### src/actc_defs.svh
// Constants for the ADC timing and resolution control block.
// Notes on behaviour
// Register write aborts sequence, stays idle.
// Bit 7 set selects 8-bit, else 10-bit.
// Sample phase codes give 2,4,8,16 periods.
// Fixed two-period first phase precedes second.
// Divisor is two times code plus one.
// Divider code resets to five, divide twelve.
// Software keeps conversion clock at most 2 MHz; the bench runs it at 3.125 MHz or faster.
// Software keeps conversion clock at least 500 kHz.
// Resolution and phase reset cleared; always accessible.
// Ten-bit results placed left or right justified.
// Register-write abort clears result slot counter.
`ifndef ACTC_DEFS_SVH
`define ACTC_DEFS_SVH
`define ACTC_OFS_TIMING   8'h00
`define ACTC_OFS_CONTROL  8'h04
`define ACTC_OFS_STATUS   8'h08
`define ACTC_OFS_RESULT   8'h0C
`define ACTC_TIMING_RESET 8'h05
`define ACTC_BIT_LOWRES   7
`define ACTC_SMP_HI       6
`define ACTC_SMP_LO       5
`define ACTC_PRS_HI       4
`define ACTC_BIT_START    0
`define ACTC_BIT_JUSTIFY  1
`define ACTC_FIRST_PHASE  5'h02
`define ACTC_CONV_BITS10  5'h0A
`define ACTC_CONV_BITS8   5'h08
`define ACTC_RESP_OKAY    2'h0
`define ACTC_RESP_SLVERR  2'h2
`endif

### src/actc_pkg.sv
// Types shared by the ADC timing and resolution control block.
package actc_pkg;
  typedef enum logic [1:0] {ACTC_IDLE, ACTC_FIRST, ACTC_SECOND, ACTC_CONVERT} actc_state_t;
  typedef logic [31:0] actc_word_t;
endpackage

### src/actc_clock_divider.sv
// Conversion clock enable generator driven by a five-bit divider code.
`timescale 1ns/1ps
`include "actc_defs.svh"
module actc_clock_divider #(
  parameter int CodeWidth = 5
) (
  input  wire logic                 clock,
  input  wire logic                 rst_n,
  input  wire logic [CodeWidth-1:0] dividerCode,
  input  wire logic                 restart,
  output logic                      convTick
);
  import actc_pkg::*;

  logic [CodeWidth-1:0] count;       // Bus cycles since last half period.
  logic                 phase;       // Half-period toggle of the conversion clock.
  logic [CodeWidth-1:0] next_count;
  logic                 next_phase;
  logic                 next_convTick;

  // A half period is code plus one bus cycles, so a full period is twice that.
  always_comb begin
    next_count    = count + 1'b1;
    next_phase    = phase;
    next_convTick = 1'b0;
    if (restart) begin
      next_count = '0;
      next_phase = 1'b0;
    end else if (count >= dividerCode) begin
      next_count    = '0;
      next_phase    = ~phase;
      next_convTick = phase;
    end
  end

  // Registers only; restart realigns the clock so phases start cleanly.
  always_ff @(posedge clock or negedge rst_n) begin
    if (!rst_n) begin
      count    <= '0;
      phase    <= 1'b0;
      convTick <= 1'b0;
    end else begin
      count    <= next_count;
      phase    <= next_phase;
      convTick <= next_convTick;
    end
  end

  int unsigned gap;  // Bus cycles since the last tick.
  always_ff @(posedge clock or negedge rst_n) begin
    if (!rst_n) begin
      gap <= 0;
    end else if (restart) begin
      gap <= 0;            // Restart puts the divider back in its reset state.
    end else if (convTick) begin
      gap <= 1;
    end else begin
      gap <= gap + 1;
    end
  end

  // Ticks are exactly twice code plus one apart once running.
  a_tick_period: assert property (@(posedge clock) disable iff (!rst_n)
    (convTick && $stable(dividerCode) && !$past(restart) && gap > 1 && $past(gap) > 0)
    |-> gap == 2 * (int'(dividerCode) + 1))
    else $error("Conversion clock period wrong.");
endmodule // actc_clock_divider

### src/actc_timing_control.sv
// AXI4-Lite register slave and sample sequencer with timing control.
`timescale 1ns/1ps
`include "actc_defs.svh"
module actc_timing_control (
  input  wire logic              clock,
  input  wire logic              rst_n,
  input  wire logic [7:0]        s_axi_awaddr,
  input  wire logic              s_axi_awvalid,
  output logic                   s_axi_awready,
  input  wire actc_pkg::actc_word_t s_axi_wdata,
  input  wire logic [3:0]        s_axi_wstrb,
  input  wire logic              s_axi_wvalid,
  output logic                   s_axi_wready,
  output logic [1:0]             s_axi_bresp,
  output logic                   s_axi_bvalid,
  input  wire logic              s_axi_bready,
  input  wire logic [7:0]        s_axi_araddr,
  input  wire logic              s_axi_arvalid,
  output logic                   s_axi_arready,
  output actc_pkg::actc_word_t   s_axi_rdata,
  output logic [1:0]             s_axi_rresp,
  output logic                   s_axi_rvalid,
  input  wire logic              s_axi_rready,
  output logic                   sampleFirst,
  output logic                   sampleSecond,
  output logic                   converting,
  input  wire logic              adcBit,
  output logic [15:0]            resultData,
  output logic                   resultValid,
  output logic [2:0]             resultSlot
);
  import actc_pkg::*;

  // Software visible state.
  logic [7:0]  timingReg;      // Resolution, sample phase and divider code.
  logic        justifyRight;   // Right justification of results.
  logic        abortSeen;      // Sticky: a sequence was aborted.
  // Bus handshake state.
  logic        awHeld;         // Write address captured.
  logic        wHeld;          // Write data captured.
  logic [7:0]  awAddr;
  actc_word_t  wData;
  logic [3:0]  wStrb;
  // Sequencer state.
  actc_state_t state;
  logic [4:0]  phaseCount;     // Conversion clock periods left in phase.
  logic [9:0]  shiftReg;       // Successive result bits.
  // Next values.
  logic        next_awready, next_wready, next_bvalid, next_arready, next_rvalid;
  logic [1:0]  next_bresp, next_rresp;
  actc_word_t  next_rdata;
  logic        next_awHeld, next_wHeld;
  logic [7:0]  next_awAddr;
  actc_word_t  next_wData;
  logic [3:0]  next_wStrb;
  logic [7:0]  next_timingReg;
  logic        next_justifyRight, next_abortSeen;
  logic        writeFire;       // A full write is performed this cycle.
  logic        abortNow;        // Abort for the sequencer.
  logic        startNow;        // Software start request.
  logic        convTick;        // One bus cycle per conversion clock period.

  actc_clock_divider #(
    .CodeWidth(5)
  ) u_div (
    .clock      (clock),
    .rst_n      (rst_n),
    .dividerCode(timingReg[`ACTC_PRS_HI:0]),
    .restart    (abortNow),
    .convTick   (convTick)
  );

  // Bus channels and register writes; each channel is taken independently.
  always_comb begin
    next_awready = 1'b0;
    next_wready  = 1'b0;
    next_arready = 1'b0;
    next_awHeld  = awHeld;
    next_wHeld   = wHeld;
    next_awAddr  = awAddr;
    next_wData   = wData;
    next_wStrb   = wStrb;
    next_bvalid  = s_axi_bvalid && !s_axi_bready;
    next_bresp   = s_axi_bresp;
    next_rvalid  = s_axi_rvalid && !s_axi_rready;
    next_rresp   = s_axi_rresp;
    next_rdata   = s_axi_rdata;
    next_timingReg    = timingReg;
    next_justifyRight = justifyRight;
    next_abortSeen    = abortSeen;
    writeFire = 1'b0;
    startNow  = 1'b0;
    if (s_axi_awvalid && s_axi_awready) begin
      next_awHeld = 1'b1;
      next_awAddr = s_axi_awaddr;
    end
    if (s_axi_wvalid && s_axi_wready) begin
      next_wHeld = 1'b1;
      next_wData = s_axi_wdata;
      next_wStrb = s_axi_wstrb;
    end
    // Ready pulses only while the channel is empty and no response waits.
    next_awready = !next_awHeld && !s_axi_awvalid && !s_axi_bvalid ? 1'b0 :
                   (!next_awHeld && !s_axi_bvalid && !s_axi_awready);
    next_wready  = !next_wHeld && !s_axi_bvalid && !s_axi_wready && s_axi_wvalid;
    if (awHeld && wHeld && !s_axi_bvalid) begin
      writeFire   = 1'b1;
      next_awHeld = 1'b0;
      next_wHeld  = 1'b0;
      next_bvalid = 1'b1;
      next_bresp  = `ACTC_RESP_OKAY;
      unique case (awAddr)
        `ACTC_OFS_TIMING: begin
          if (wStrb[0]) next_timingReg = wData[7:0];
        end
        `ACTC_OFS_CONTROL: begin
          if (wStrb[0]) begin
            next_justifyRight = wData[`ACTC_BIT_JUSTIFY];
            startNow          = wData[`ACTC_BIT_START];
          end
        end
        `ACTC_OFS_STATUS: begin
          if (wStrb[0] && wData[0]) next_abortSeen = 1'b0;
        end
        default: next_bresp = `ACTC_RESP_SLVERR;
      endcase
    end
    // Read channel: one read at a time.
    if (s_axi_arvalid && !s_axi_arready && !s_axi_rvalid) begin
      next_arready = 1'b1;
      next_rvalid  = 1'b1;
      next_rresp   = `ACTC_RESP_OKAY;
      unique case (s_axi_araddr)
        `ACTC_OFS_TIMING:  next_rdata = {24'h000000, timingReg};
        `ACTC_OFS_CONTROL: next_rdata = {30'h00000000, justifyRight, 1'b0};
        `ACTC_OFS_STATUS:  next_rdata = {25'h0000000, resultSlot, 2'h0, abortSeen,
                                         state != ACTC_IDLE};
        `ACTC_OFS_RESULT:  next_rdata = {16'h0000, resultData};
        default: begin
          next_rdata = 32'h00000000;
          next_rresp = `ACTC_RESP_SLVERR;
        end
      endcase
    end
    // Hardware set wins over software clear of the abort flag.
    if (abortNow && state != ACTC_IDLE) next_abortSeen = 1'b1;
  end

  // A write to the timing or control register aborts a running sequence.
  assign abortNow = writeFire && (awAddr == `ACTC_OFS_TIMING ||
                                  awAddr == `ACTC_OFS_CONTROL);

  always_ff @(posedge clock or negedge rst_n) begin
    if (!rst_n) begin
      s_axi_awready <= 1'b0;
      s_axi_wready  <= 1'b0;
      s_axi_bvalid  <= 1'b0;
      s_axi_bresp   <= `ACTC_RESP_OKAY;
      s_axi_arready <= 1'b0;
      s_axi_rvalid  <= 1'b0;
      s_axi_rresp   <= `ACTC_RESP_OKAY;
      s_axi_rdata   <= 32'h00000000;
      awHeld        <= 1'b0;
      wHeld         <= 1'b0;
      awAddr        <= 8'h00;
      wData         <= 32'h00000000;
      wStrb         <= 4'h0;
      timingReg     <= `ACTC_TIMING_RESET;
      justifyRight  <= 1'b0;
      abortSeen     <= 1'b0;
    end else begin
      s_axi_awready <= next_awready;
      s_axi_wready  <= next_wready;
      s_axi_bvalid  <= next_bvalid;
      s_axi_bresp   <= next_bresp;
      s_axi_arready <= next_arready;
      s_axi_rvalid  <= next_rvalid;
      s_axi_rresp   <= next_rresp;
      s_axi_rdata   <= next_rdata;
      awHeld        <= next_awHeld;
      wHeld         <= next_wHeld;
      awAddr        <= next_awAddr;
      wData         <= next_wData;
      wStrb         <= next_wStrb;
      timingReg     <= next_timingReg;
      justifyRight  <= next_justifyRight;
      abortSeen     <= next_abortSeen;
    end
  end

  // Sequencer next state.
  actc_state_t next_state;
  logic [4:0]  next_phaseCount;
  logic [9:0]  next_shiftReg;
  logic [15:0] next_resultData;
  logic        next_resultValid;
  logic [2:0]  next_resultSlot;
  logic [4:0]  secondLen;       // Second sample phase in periods.
  logic [4:0]  convLen;         // Conversion length in periods.
  logic [9:0]  finalBits;       // Completed result including the last bit.

  always_comb begin
    secondLen = 5'h02 << timingReg[`ACTC_SMP_HI:`ACTC_SMP_LO];
    convLen   = timingReg[`ACTC_BIT_LOWRES] ? `ACTC_CONV_BITS8
                                            : `ACTC_CONV_BITS10;
    finalBits = {shiftReg[8:0], adcBit};
    next_state       = state;
    next_phaseCount  = phaseCount;
    next_shiftReg    = shiftReg;
    next_resultData  = resultData;
    next_resultValid = 1'b0;
    next_resultSlot  = resultSlot;
    // A start write carries its own abort, so the start must win to launch the new sequence.
    if (startNow) begin
      next_state      = ACTC_FIRST;
      next_phaseCount = `ACTC_FIRST_PHASE;
      next_resultSlot = 3'h0;
    end else if (abortNow) begin
      next_state      = ACTC_IDLE;
      next_resultSlot = 3'h0;
    end else if (convTick) begin
      unique case (state)
        ACTC_IDLE: next_state = ACTC_IDLE;
        ACTC_FIRST: begin
          next_phaseCount = phaseCount - 5'h01;
          if (phaseCount == 5'h01) begin
            next_state      = ACTC_SECOND;
            next_phaseCount = secondLen;
          end
        end
        ACTC_SECOND: begin
          next_phaseCount = phaseCount - 5'h01;
          if (phaseCount == 5'h01) begin
            next_state      = ACTC_CONVERT;
            next_phaseCount = convLen;
            next_shiftReg   = 10'h000;
          end
        end
        ACTC_CONVERT: begin
          next_phaseCount = phaseCount - 5'h01;
          next_shiftReg   = finalBits;
          if (phaseCount == 5'h01) begin
            next_state       = ACTC_IDLE;
            next_resultValid = 1'b1;
            next_resultSlot  = resultSlot + 3'h1;
            // Placement by resolution and justification.
            if (timingReg[`ACTC_BIT_LOWRES]) begin
              next_resultData = justifyRight ? {8'h00, finalBits[7:0]}
                                             : {finalBits[7:0], 8'h00};
            end else begin
              next_resultData = justifyRight ? {6'h00, finalBits}
                                             : {finalBits, 6'h00};
            end
          end
        end
      endcase
    end
  end

  always_ff @(posedge clock or negedge rst_n) begin
    if (!rst_n) begin
      state        <= ACTC_IDLE;
      phaseCount   <= 5'h00;
      shiftReg     <= 10'h000;
      resultData   <= 16'h0000;
      resultValid  <= 1'b0;
      resultSlot   <= 3'h0;
      sampleFirst  <= 1'b0;
      sampleSecond <= 1'b0;
      converting   <= 1'b0;
    end else begin
      state        <= next_state;
      phaseCount   <= next_phaseCount;
      shiftReg     <= next_shiftReg;
      resultData   <= next_resultData;
      resultValid  <= next_resultValid;
      resultSlot   <= next_resultSlot;
      sampleFirst  <= next_state == ACTC_FIRST;
      sampleSecond <= next_state == ACTC_SECOND;
      converting   <= next_state == ACTC_CONVERT;
    end
  end

  a_abort_idle: assert property (@(posedge clock) disable iff (!rst_n)
    (abortNow && !startNow) |=> state == ACTC_IDLE ##1 (state == ACTC_IDLE || $past(startNow)))
    else $error("Abort did not leave the sequencer idle.");
  a_abort_slot: assert property (@(posedge clock) disable iff (!rst_n)
    abortNow |=> resultSlot == 3'h0)
    else $error("Abort did not clear the result slot.");
  a_first_len: assert property (@(posedge clock) disable iff (!rst_n)
    ($rose(state == ACTC_FIRST)) |-> phaseCount == 5'h02)
    else $error("First sample phase not two periods.");
  a_second_len: assert property (@(posedge clock) disable iff (!rst_n)
    ($rose(state == ACTC_SECOND)) |-> phaseCount == (5'h02 << timingReg[6:5]))
    else $error("Second sample phase length wrong.");
  a_conv_len: assert property (@(posedge clock) disable iff (!rst_n)
    ($rose(state == ACTC_CONVERT)) |-> phaseCount == (timingReg[7] ? 5'h08 : 5'h0A))
    else $error("Conversion length does not match resolution.");
  a_left_ten: assert property (@(posedge clock) disable iff (!rst_n)
    (resultValid && !timingReg[7] && !justifyRight) |-> resultData[5:0] == 6'h00)
    else $error("Left justified ten bit result misplaced.");
  a_right_ten: assert property (@(posedge clock) disable iff (!rst_n)
    (resultValid && !timingReg[7] && justifyRight) |-> resultData[15:10] == 6'h00)
    else $error("Right justified ten bit result misplaced.");
  a_reset_value: assert property (@(posedge clock) disable iff (!rst_n)
    $rose(rst_n) |-> timingReg == 8'h05)
    else $error("Timing register reset value wrong.");
  a_write_store: assert property (@(posedge clock) disable iff (!rst_n)
    (writeFire && awAddr == 8'h00 && wStrb[0]) |=> timingReg == $past(wData[7:0]))
    else $error("Timing register write not stored.");

  c_abort_run: cover property (@(posedge clock) disable iff (!rst_n)
    abortNow && state == ACTC_CONVERT);
  c_result8: cover property (@(posedge clock) disable iff (!rst_n)
    resultValid && timingReg[7]);
  c_result10: cover property (@(posedge clock) disable iff (!rst_n)
    resultValid && !timingReg[7] && justifyRight);
endmodule // actc_timing_control

### config.mk
export PLATFORM = sky130hd
export DESIGN_NAME = actc_timing_control
export DESIGN_NICKNAME = d
export VERILOG_FILES = /design/src/actc_pkg.sv /design/src/actc_clock_divider.sv /design/src/actc_timing_control.sv
export VERILOG_INCLUDE_DIRS = /design/src
export SDC_FILE = /design/constraint.sdc
export NUM_CORES = 1
export LEC_CHECK = 0
export BUFFER_PORTS_ARGS = -buffer_cell sky130_fd_sc_hd__clkbuf_2
export CAP_MARGIN = 20
export CORE_MARGIN = 2
export CORE_UTILIZATION = 40
export CTS_CLUSTER_DIAMETER = 150
export DETAILED_ROUTE_END_ITERATION = 10
export PLACE_DENSITY = 0.68
export REMOVE_ABC_BUFFERS = 1
export SYNTH_ARGS = -nofsm -noshare
export SYNTH_HDL_FRONTEND = slang
export SYNTH_SLANG_ARGS = --single-unit
### constraint.sdc
create_clock -name clock -period 5.52 [get_ports clock]
set_clock_uncertainty 0.1 [all_clocks]
set_input_delay 1.104 -clock clock [delete_from_list [all_inputs] [get_ports clock]]
set_output_delay 1.104 -clock clock [all_outputs]
set_load 0.02 [all_outputs]
## Word-level counts from Yosys, hierarchy flattened

Index checks and enable logic that the tools add are counted.

- $add $sub $neg: 3
- Magnitude comparators: 1
- Equal/unequal tests: 14
- Shifts and indexed selects: 1
- Muxes and demuxes: 54
- Bitwise operators: 3
- Reductions and logical operators: 52

Operators with widths:

| kind | count |
|---|---|
| $pmux W16 S4 | 1 |
| $mux W16 | 3 |
| $mux W5 | 7 |
| $mux W1 | 25 |
| $eq A8 B4 Y1 const B | 3 |
| $logic_and A1 B1 Y1 | 18 |
| $mux W2 | 9 |
| $pmux W9 S2 | 1 |
| $eq A8 B3 Y1 const B | 2 |
| $logic_not A8 Y1 | 2 |
| $mux W3 | 5 |
| $pmux W5 S3 | 1 |
| $reduce_and A3 Y1 | 5 |
| $reduce_bool A2 Y1 | 7 |
| $logic_not A1 Y1 | 10 |
| $reduce_and A5 Y1 | 2 |
| $mux W9 | 1 |
| $reduce_bool A3 Y1 | 3 |
| $eq A2 B2 Y1 const B | 4 |
| $pmux W2 S4 | 1 |
| $add A5 B1 Y5 const B | 1 |
| $eq A5 B1 Y1 const B | 1 |
| $ge A5 B5 Y1 | 1 |
| $shl A2 B2 Y5 const A | 1 |
| other kinds (11) | 14 |

- Register bits after elaboration: 116
- Bits of input ports: 60

## Logic depth before layout (Yosys ltp)

- Depth in word-level cells: 7
- Mapped depth: 9

## Hierarchy

A second synthesis with hierarchy kept.

- Cells, all modules: 431
- Area, all modules: 4760.8 um^2

Modules (own cells, without submodules):

| module | instances | cells each | area each (um^2) | sequential area each (um^2) |
|---|---|---|---|---|
| actc_timing_control | 1 | 388 | 4336.7 | 2279.7 |
| actc_clock_divider | 1 | 43 | 424.2 | 175.2 |

## Least setup slack after synthesis

No wires, ideal clock.

- Path type: input to register
- Start: input port s_axi_araddr[5]
- End: register s_axi_rdata[10]
- Setup time: 0.067 ns
- Arrival: 2.061 ns
- Slack: 3.292 ns
- Cell stages on the path: 4
- Buffers on the path: 0
- Cell sequence: nor4_1 nand2_1 nor2_1 a22o_1

- Longest elaborated chain between the ends: 2
- Elaborated cells between the ends (all ways): 5

RTL lines:

| item | RTL line | text |
|---|---|---|
| start, declared | actc_timing_control.sv:17 | `input wire logic [7:0] s_axi_araddr,` |
| $eq A8 B4 Y1, or another cell as far along | actc_timing_control.sv:133 | `unique case (s_axi_araddr)` |
| $pmux W16 S4 (*) | actc_timing_control.sv:133 |  |
| end signal, assigned | actc_timing_control.sv:179 | `s_axi_rdata <= next_rdata;` |
| end, declared | actc_timing_control.sv:20 | `output actc_pkg::actc_word_t s_axi_rdata,` |

Every way passes the cells marked *; elsewhere a longest branch is shown, timed or not.
A chain may end at the register's enable or synchronous reset.

## Worst setup path after layout

- Start: register phaseCount[1]
- End: register resultData[11]

- Longest elaborated chain between the ends: 2

RTL lines:

| item | RTL line | text |
|---|---|---|
| start, declared | actc_timing_control.sv:46 | `logic [4:0] phaseCount;` |
| start signal, assigned | actc_timing_control.sv:273 | `phaseCount <= next_phaseCount;` |
| $eq A5 B1 Y1 | actc_timing_control.sv:242 | `if (phaseCount == 5'h01) begin` |
| $reduce_and A5 Y1 (no line) | n/a |  |
| end signal, assigned | actc_timing_control.sv:275 | `resultData <= next_resultData;` |
| end, declared | actc_timing_control.sv:28 | `output logic [15:0] resultData,` |

No other way between the ends.

==> flow_metrics.py <==
metrics = {
    "setup_path": {
        "crit_fanout": 33,
        "criticalPathCategory": "reg2reg",
        "worst-endpoint-required_ns": 5.66,
        "crit_arrival_ns": 2.77,
        "critPathLaunchType": "flop",
        "worst_setup_path_end_kind": "flop",
        "r2r_cells": 6,
    },
    "run": {
        "max_cap_violations": 0,
    },
    "drt": {
        "vias_per_cell": 5.07,
        "initialDrtViolationCount": 136,
        "route.vias.total": 3319,
        "detail_route.first_pass.iterations": 4,
        "route.detailed.wl_per_inst_um": 14.9,
        "postRouteWirelength_mm": 9.73,
        "detail-route-antenna-nets": 0,
        "remaining_design_rule_violation_count": 0,
    },
    "synth": {
        "synth_area_leaders": "sky130_fd_sc_hd__dfrtp_1 (52%), sky130_fd_sc_hd__nand2_1 (6.1%), sky130_fd_sc_hd__mux2_2 (5.6%)",
        "synth.avg_cell_area_um2": 10.6,
        "ys_dominant_reg_cell": "sky130_fd_sc_hd__dfrtp_1",
        "synth_warnings": 0,
        "post-synth-top-count-cell": "sky130_fd_sc_hd__dfrtp_1",
        "synth.yosys.seq_area_share_pct": 53.5,
        "synth_commonest_cells": "sky130_fd_sc_hd__dfrtp_1 (96), sky130_fd_sc_hd__nand2_1 (74), sky130_fd_sc_hd__o21ai_0 (37)",
        "yosys.area.top_type_share_pct": 52.3,
        "postSynthCellCount": 435,
        "synth_largest_area_cell": "sky130_fd_sc_hd__dfrtp_1",
        "postSynthRegisterBits": 98,
        "ys_types": 52,
        "synth-edff-count": 0,
        "synth_area_mm2": 0.00459,
        "share_of_flip_flops_with_an_asynchronous_set_or_reset_pct": 100,
    },
    "timing": {
        "report.final.hold_viol_count": 0,
        "timing.hold.ws_ns": 0.375,
        "final.setup.worst_slack_ns": 2.89,
        "min_period_ns": 2.63,
        "worst_pin_slew_ns": 0.922,
        "timing.fmax_ghz": 0.380,
        "finalSetupTns_ns": 0,
        "timing.slew.headroom_pct": 38.3,
        "final_min_period_over_clock_period_pct": 47.7,
        "grt_setup_unrepaired": "no",
        "final-setup-viol-count": 0,
        "final_max_slew_viol_count": 0,
    },
    "global_route": {
        "groute.usage.overall_pct": 16.2,
        "grt_pass1_vias": 3271,
        "grt_first_pass_wirelength_mm": 16.1,
        "antenna_found_initial": 0,
        "largest_net_degree_at_the_start_of_global_routing": 52,
        "grt_overflow_total": 0,
    },
    "clock_tree": {
        "tritoncts.num_buffers": 9,
        "cts_setup_buffers": 0,
        "worstSkewPairLatency_ns": 0.34,
        "clock_path_buffers": 2,
        "cts.sinks": 98,
        "cts_root_buf": "sky130_fd_sc_hd__clkbuf_16",
        "tritoncts": "built",
        "htree_levels": 3,
        "cts-resized-gates": 0,
        "clock_transition_at_the_registers_of_the_reported_paths_ns": 0.07,
        "cts-hold-fix-buffers": 0,
    },
    "pwr": {
        "totalPowerFinal_uw": 1990,
        "power.leakage_uw": 0.00255,
        "power_density_mw_per_mm2": 375,
        "vdd.ir_drop.worst_uv": 201,
    },
    "cells_and_area": {
        "multiInputGateArea_mm2": 0.00193,
        "post_route_cells_drive_above_1_share_pct": 24.9,
        "layout.filler_cells": 1069,
        "antenna_cells_inserted": 0,
        "final_area_mm2": 0.00531,
        "nNetsFinal": 581,
        "area_delta_synth_final_pct": 15.6,
        "final-seq-area_mm2": 0.00245,
    },
    "worst_hold_path": {
        "whs_path_depth": 2,
        "hp-class": "reg2reg",
    },
    "placed_design": {
        "dpl-instance-area_mm2": 0.00503,
        "globalplace.congestion": 0.775,
        "io_buffer_count": 78,
        "place_hpwl_mm": 7.01,
        "pre_cts_slack_ns": 2.81,
    },
    "floorplanning": {
        "boundaryPins": 124,
        "dieArea_mm2": 0.0123,
        "die_y_um": 111,
        "initial_core_util_pct": 40.6,
        "core_area_mm2": 0.0113,
        "placementRows": 39,
        "die_width_um": 111,
    },
    "outcome": {
        "status": "finished, final reports clean",
    },
}
-- state kept, by name, indices dropped and copies added, names as in the netlist, 2 cells and up --
signal / count
resultData: 16
s_axi_rdata: 16
shiftReg: 9
awAddr: 8
timingReg: 8
wData: 8
phaseCount: 5
u_div.count: 5
resultSlot: 3
state: 2
-- layout make-up --
class                   count  share of cell area (%)
clock buffers              10                    4.50
inverters                  18                    1.27
flip-flops and latches     98                    46.2
multi-input cells         301                    36.3
repair buffers             79                    7.54
clock inverters             5                   0.754
well taps                 143                    3.37
-- layout by cell type (no fill, tap or decap), drive strengths merged, types with 3 or more instances in the layout --
| cell type | instances |
|---|---|
| inv | 19 |
| dfrtp | 96 |
| nand2 | 75 |
| mux2 | 23 |
| nor4b | 3 |
| nor2 | 25 |
| o31ai | 10 |
| clkinv | 4 |
| conb | 18 |
| a22o | 9 |
| mux2i | 11 |
| clkbuf | 87 |
| a21oi | 12 |
| xnor2 | 3 |
| ha | 14 |
| nand3 | 10 |
| a22oi | 9 |
| xor2 | 4 |
| o21ai | 42 |
| nor3 | 5 |
| nor4 | 3 |
-- kinds of logic (layout without fill, tap and decap cells) --
family	Yosys count	after routing	synth area share [%]
simple gates	135	135	14.1
flops	98	98	53.5
buf+inv	53	112	5.91
xor+xnor	7	7	1.34
compound gates	92	92	12.7
other cells	1	18	0.0817
fa+ha+maj	14	14	3.82
mux	35	35	8.53
-- layer usage --
| metal | vias to the layer above | GRT usage (%) | wire length, µm |
|---|---|---|---|
| met3 | 9 | 4.21 | 456 |
| met1 | 1601 | 22.3 | 4710 |
| met4 | 0 | 5.10 | 96 |
| met2 | 87 | 25.4 | 4470 |
| li1 | 1622 | - | - |
| met5 | - | 0 | 0 |
-- where the power goes --
group	switching, µW	internal, µW
combinational	228	194
clock	273	319
sequential	132	846
total	633	1360
-- path summary, 6_finish.rpt --
path	startpoint	to	slack (ns)
max	phaseCount[1]	resultData[11]	2.89
min reg2reg	wData[5]	timingReg[5]	0.37
max reg2reg	phaseCount[1]	resultData[11]	2.89
max in group asynchronous	rst_n	resultData[1]	3.58
min in group asynchronous	rst_n	awAddr[0]	0.68
min	wData[5]	timingReg[5]	0.37
-- stage by stage --
step                instances  util, %
floorplan                 417        -
global placement          639     44.4
detailed placement        639     44.4
CTS                       654     46.9
global route              654     46.9
finish                    654     46.9
-- critical path: stages (launching register included) --
cell and delay [ns]:
sky130_fd_sc_hd__dfrtp_1 0.40, sky130_fd_sc_hd__inv_1 0.08, sky130_fd_sc_hd__ha_1 0.17, sky130_fd_sc_hd__nor4b_2 0.42
sky130_fd_sc_hd__and3_1 0.34, sky130_fd_sc_hd__nand2_1 0.56, sky130_fd_sc_hd__o31ai_1 0.45
(Power assumes the default switching activity.)
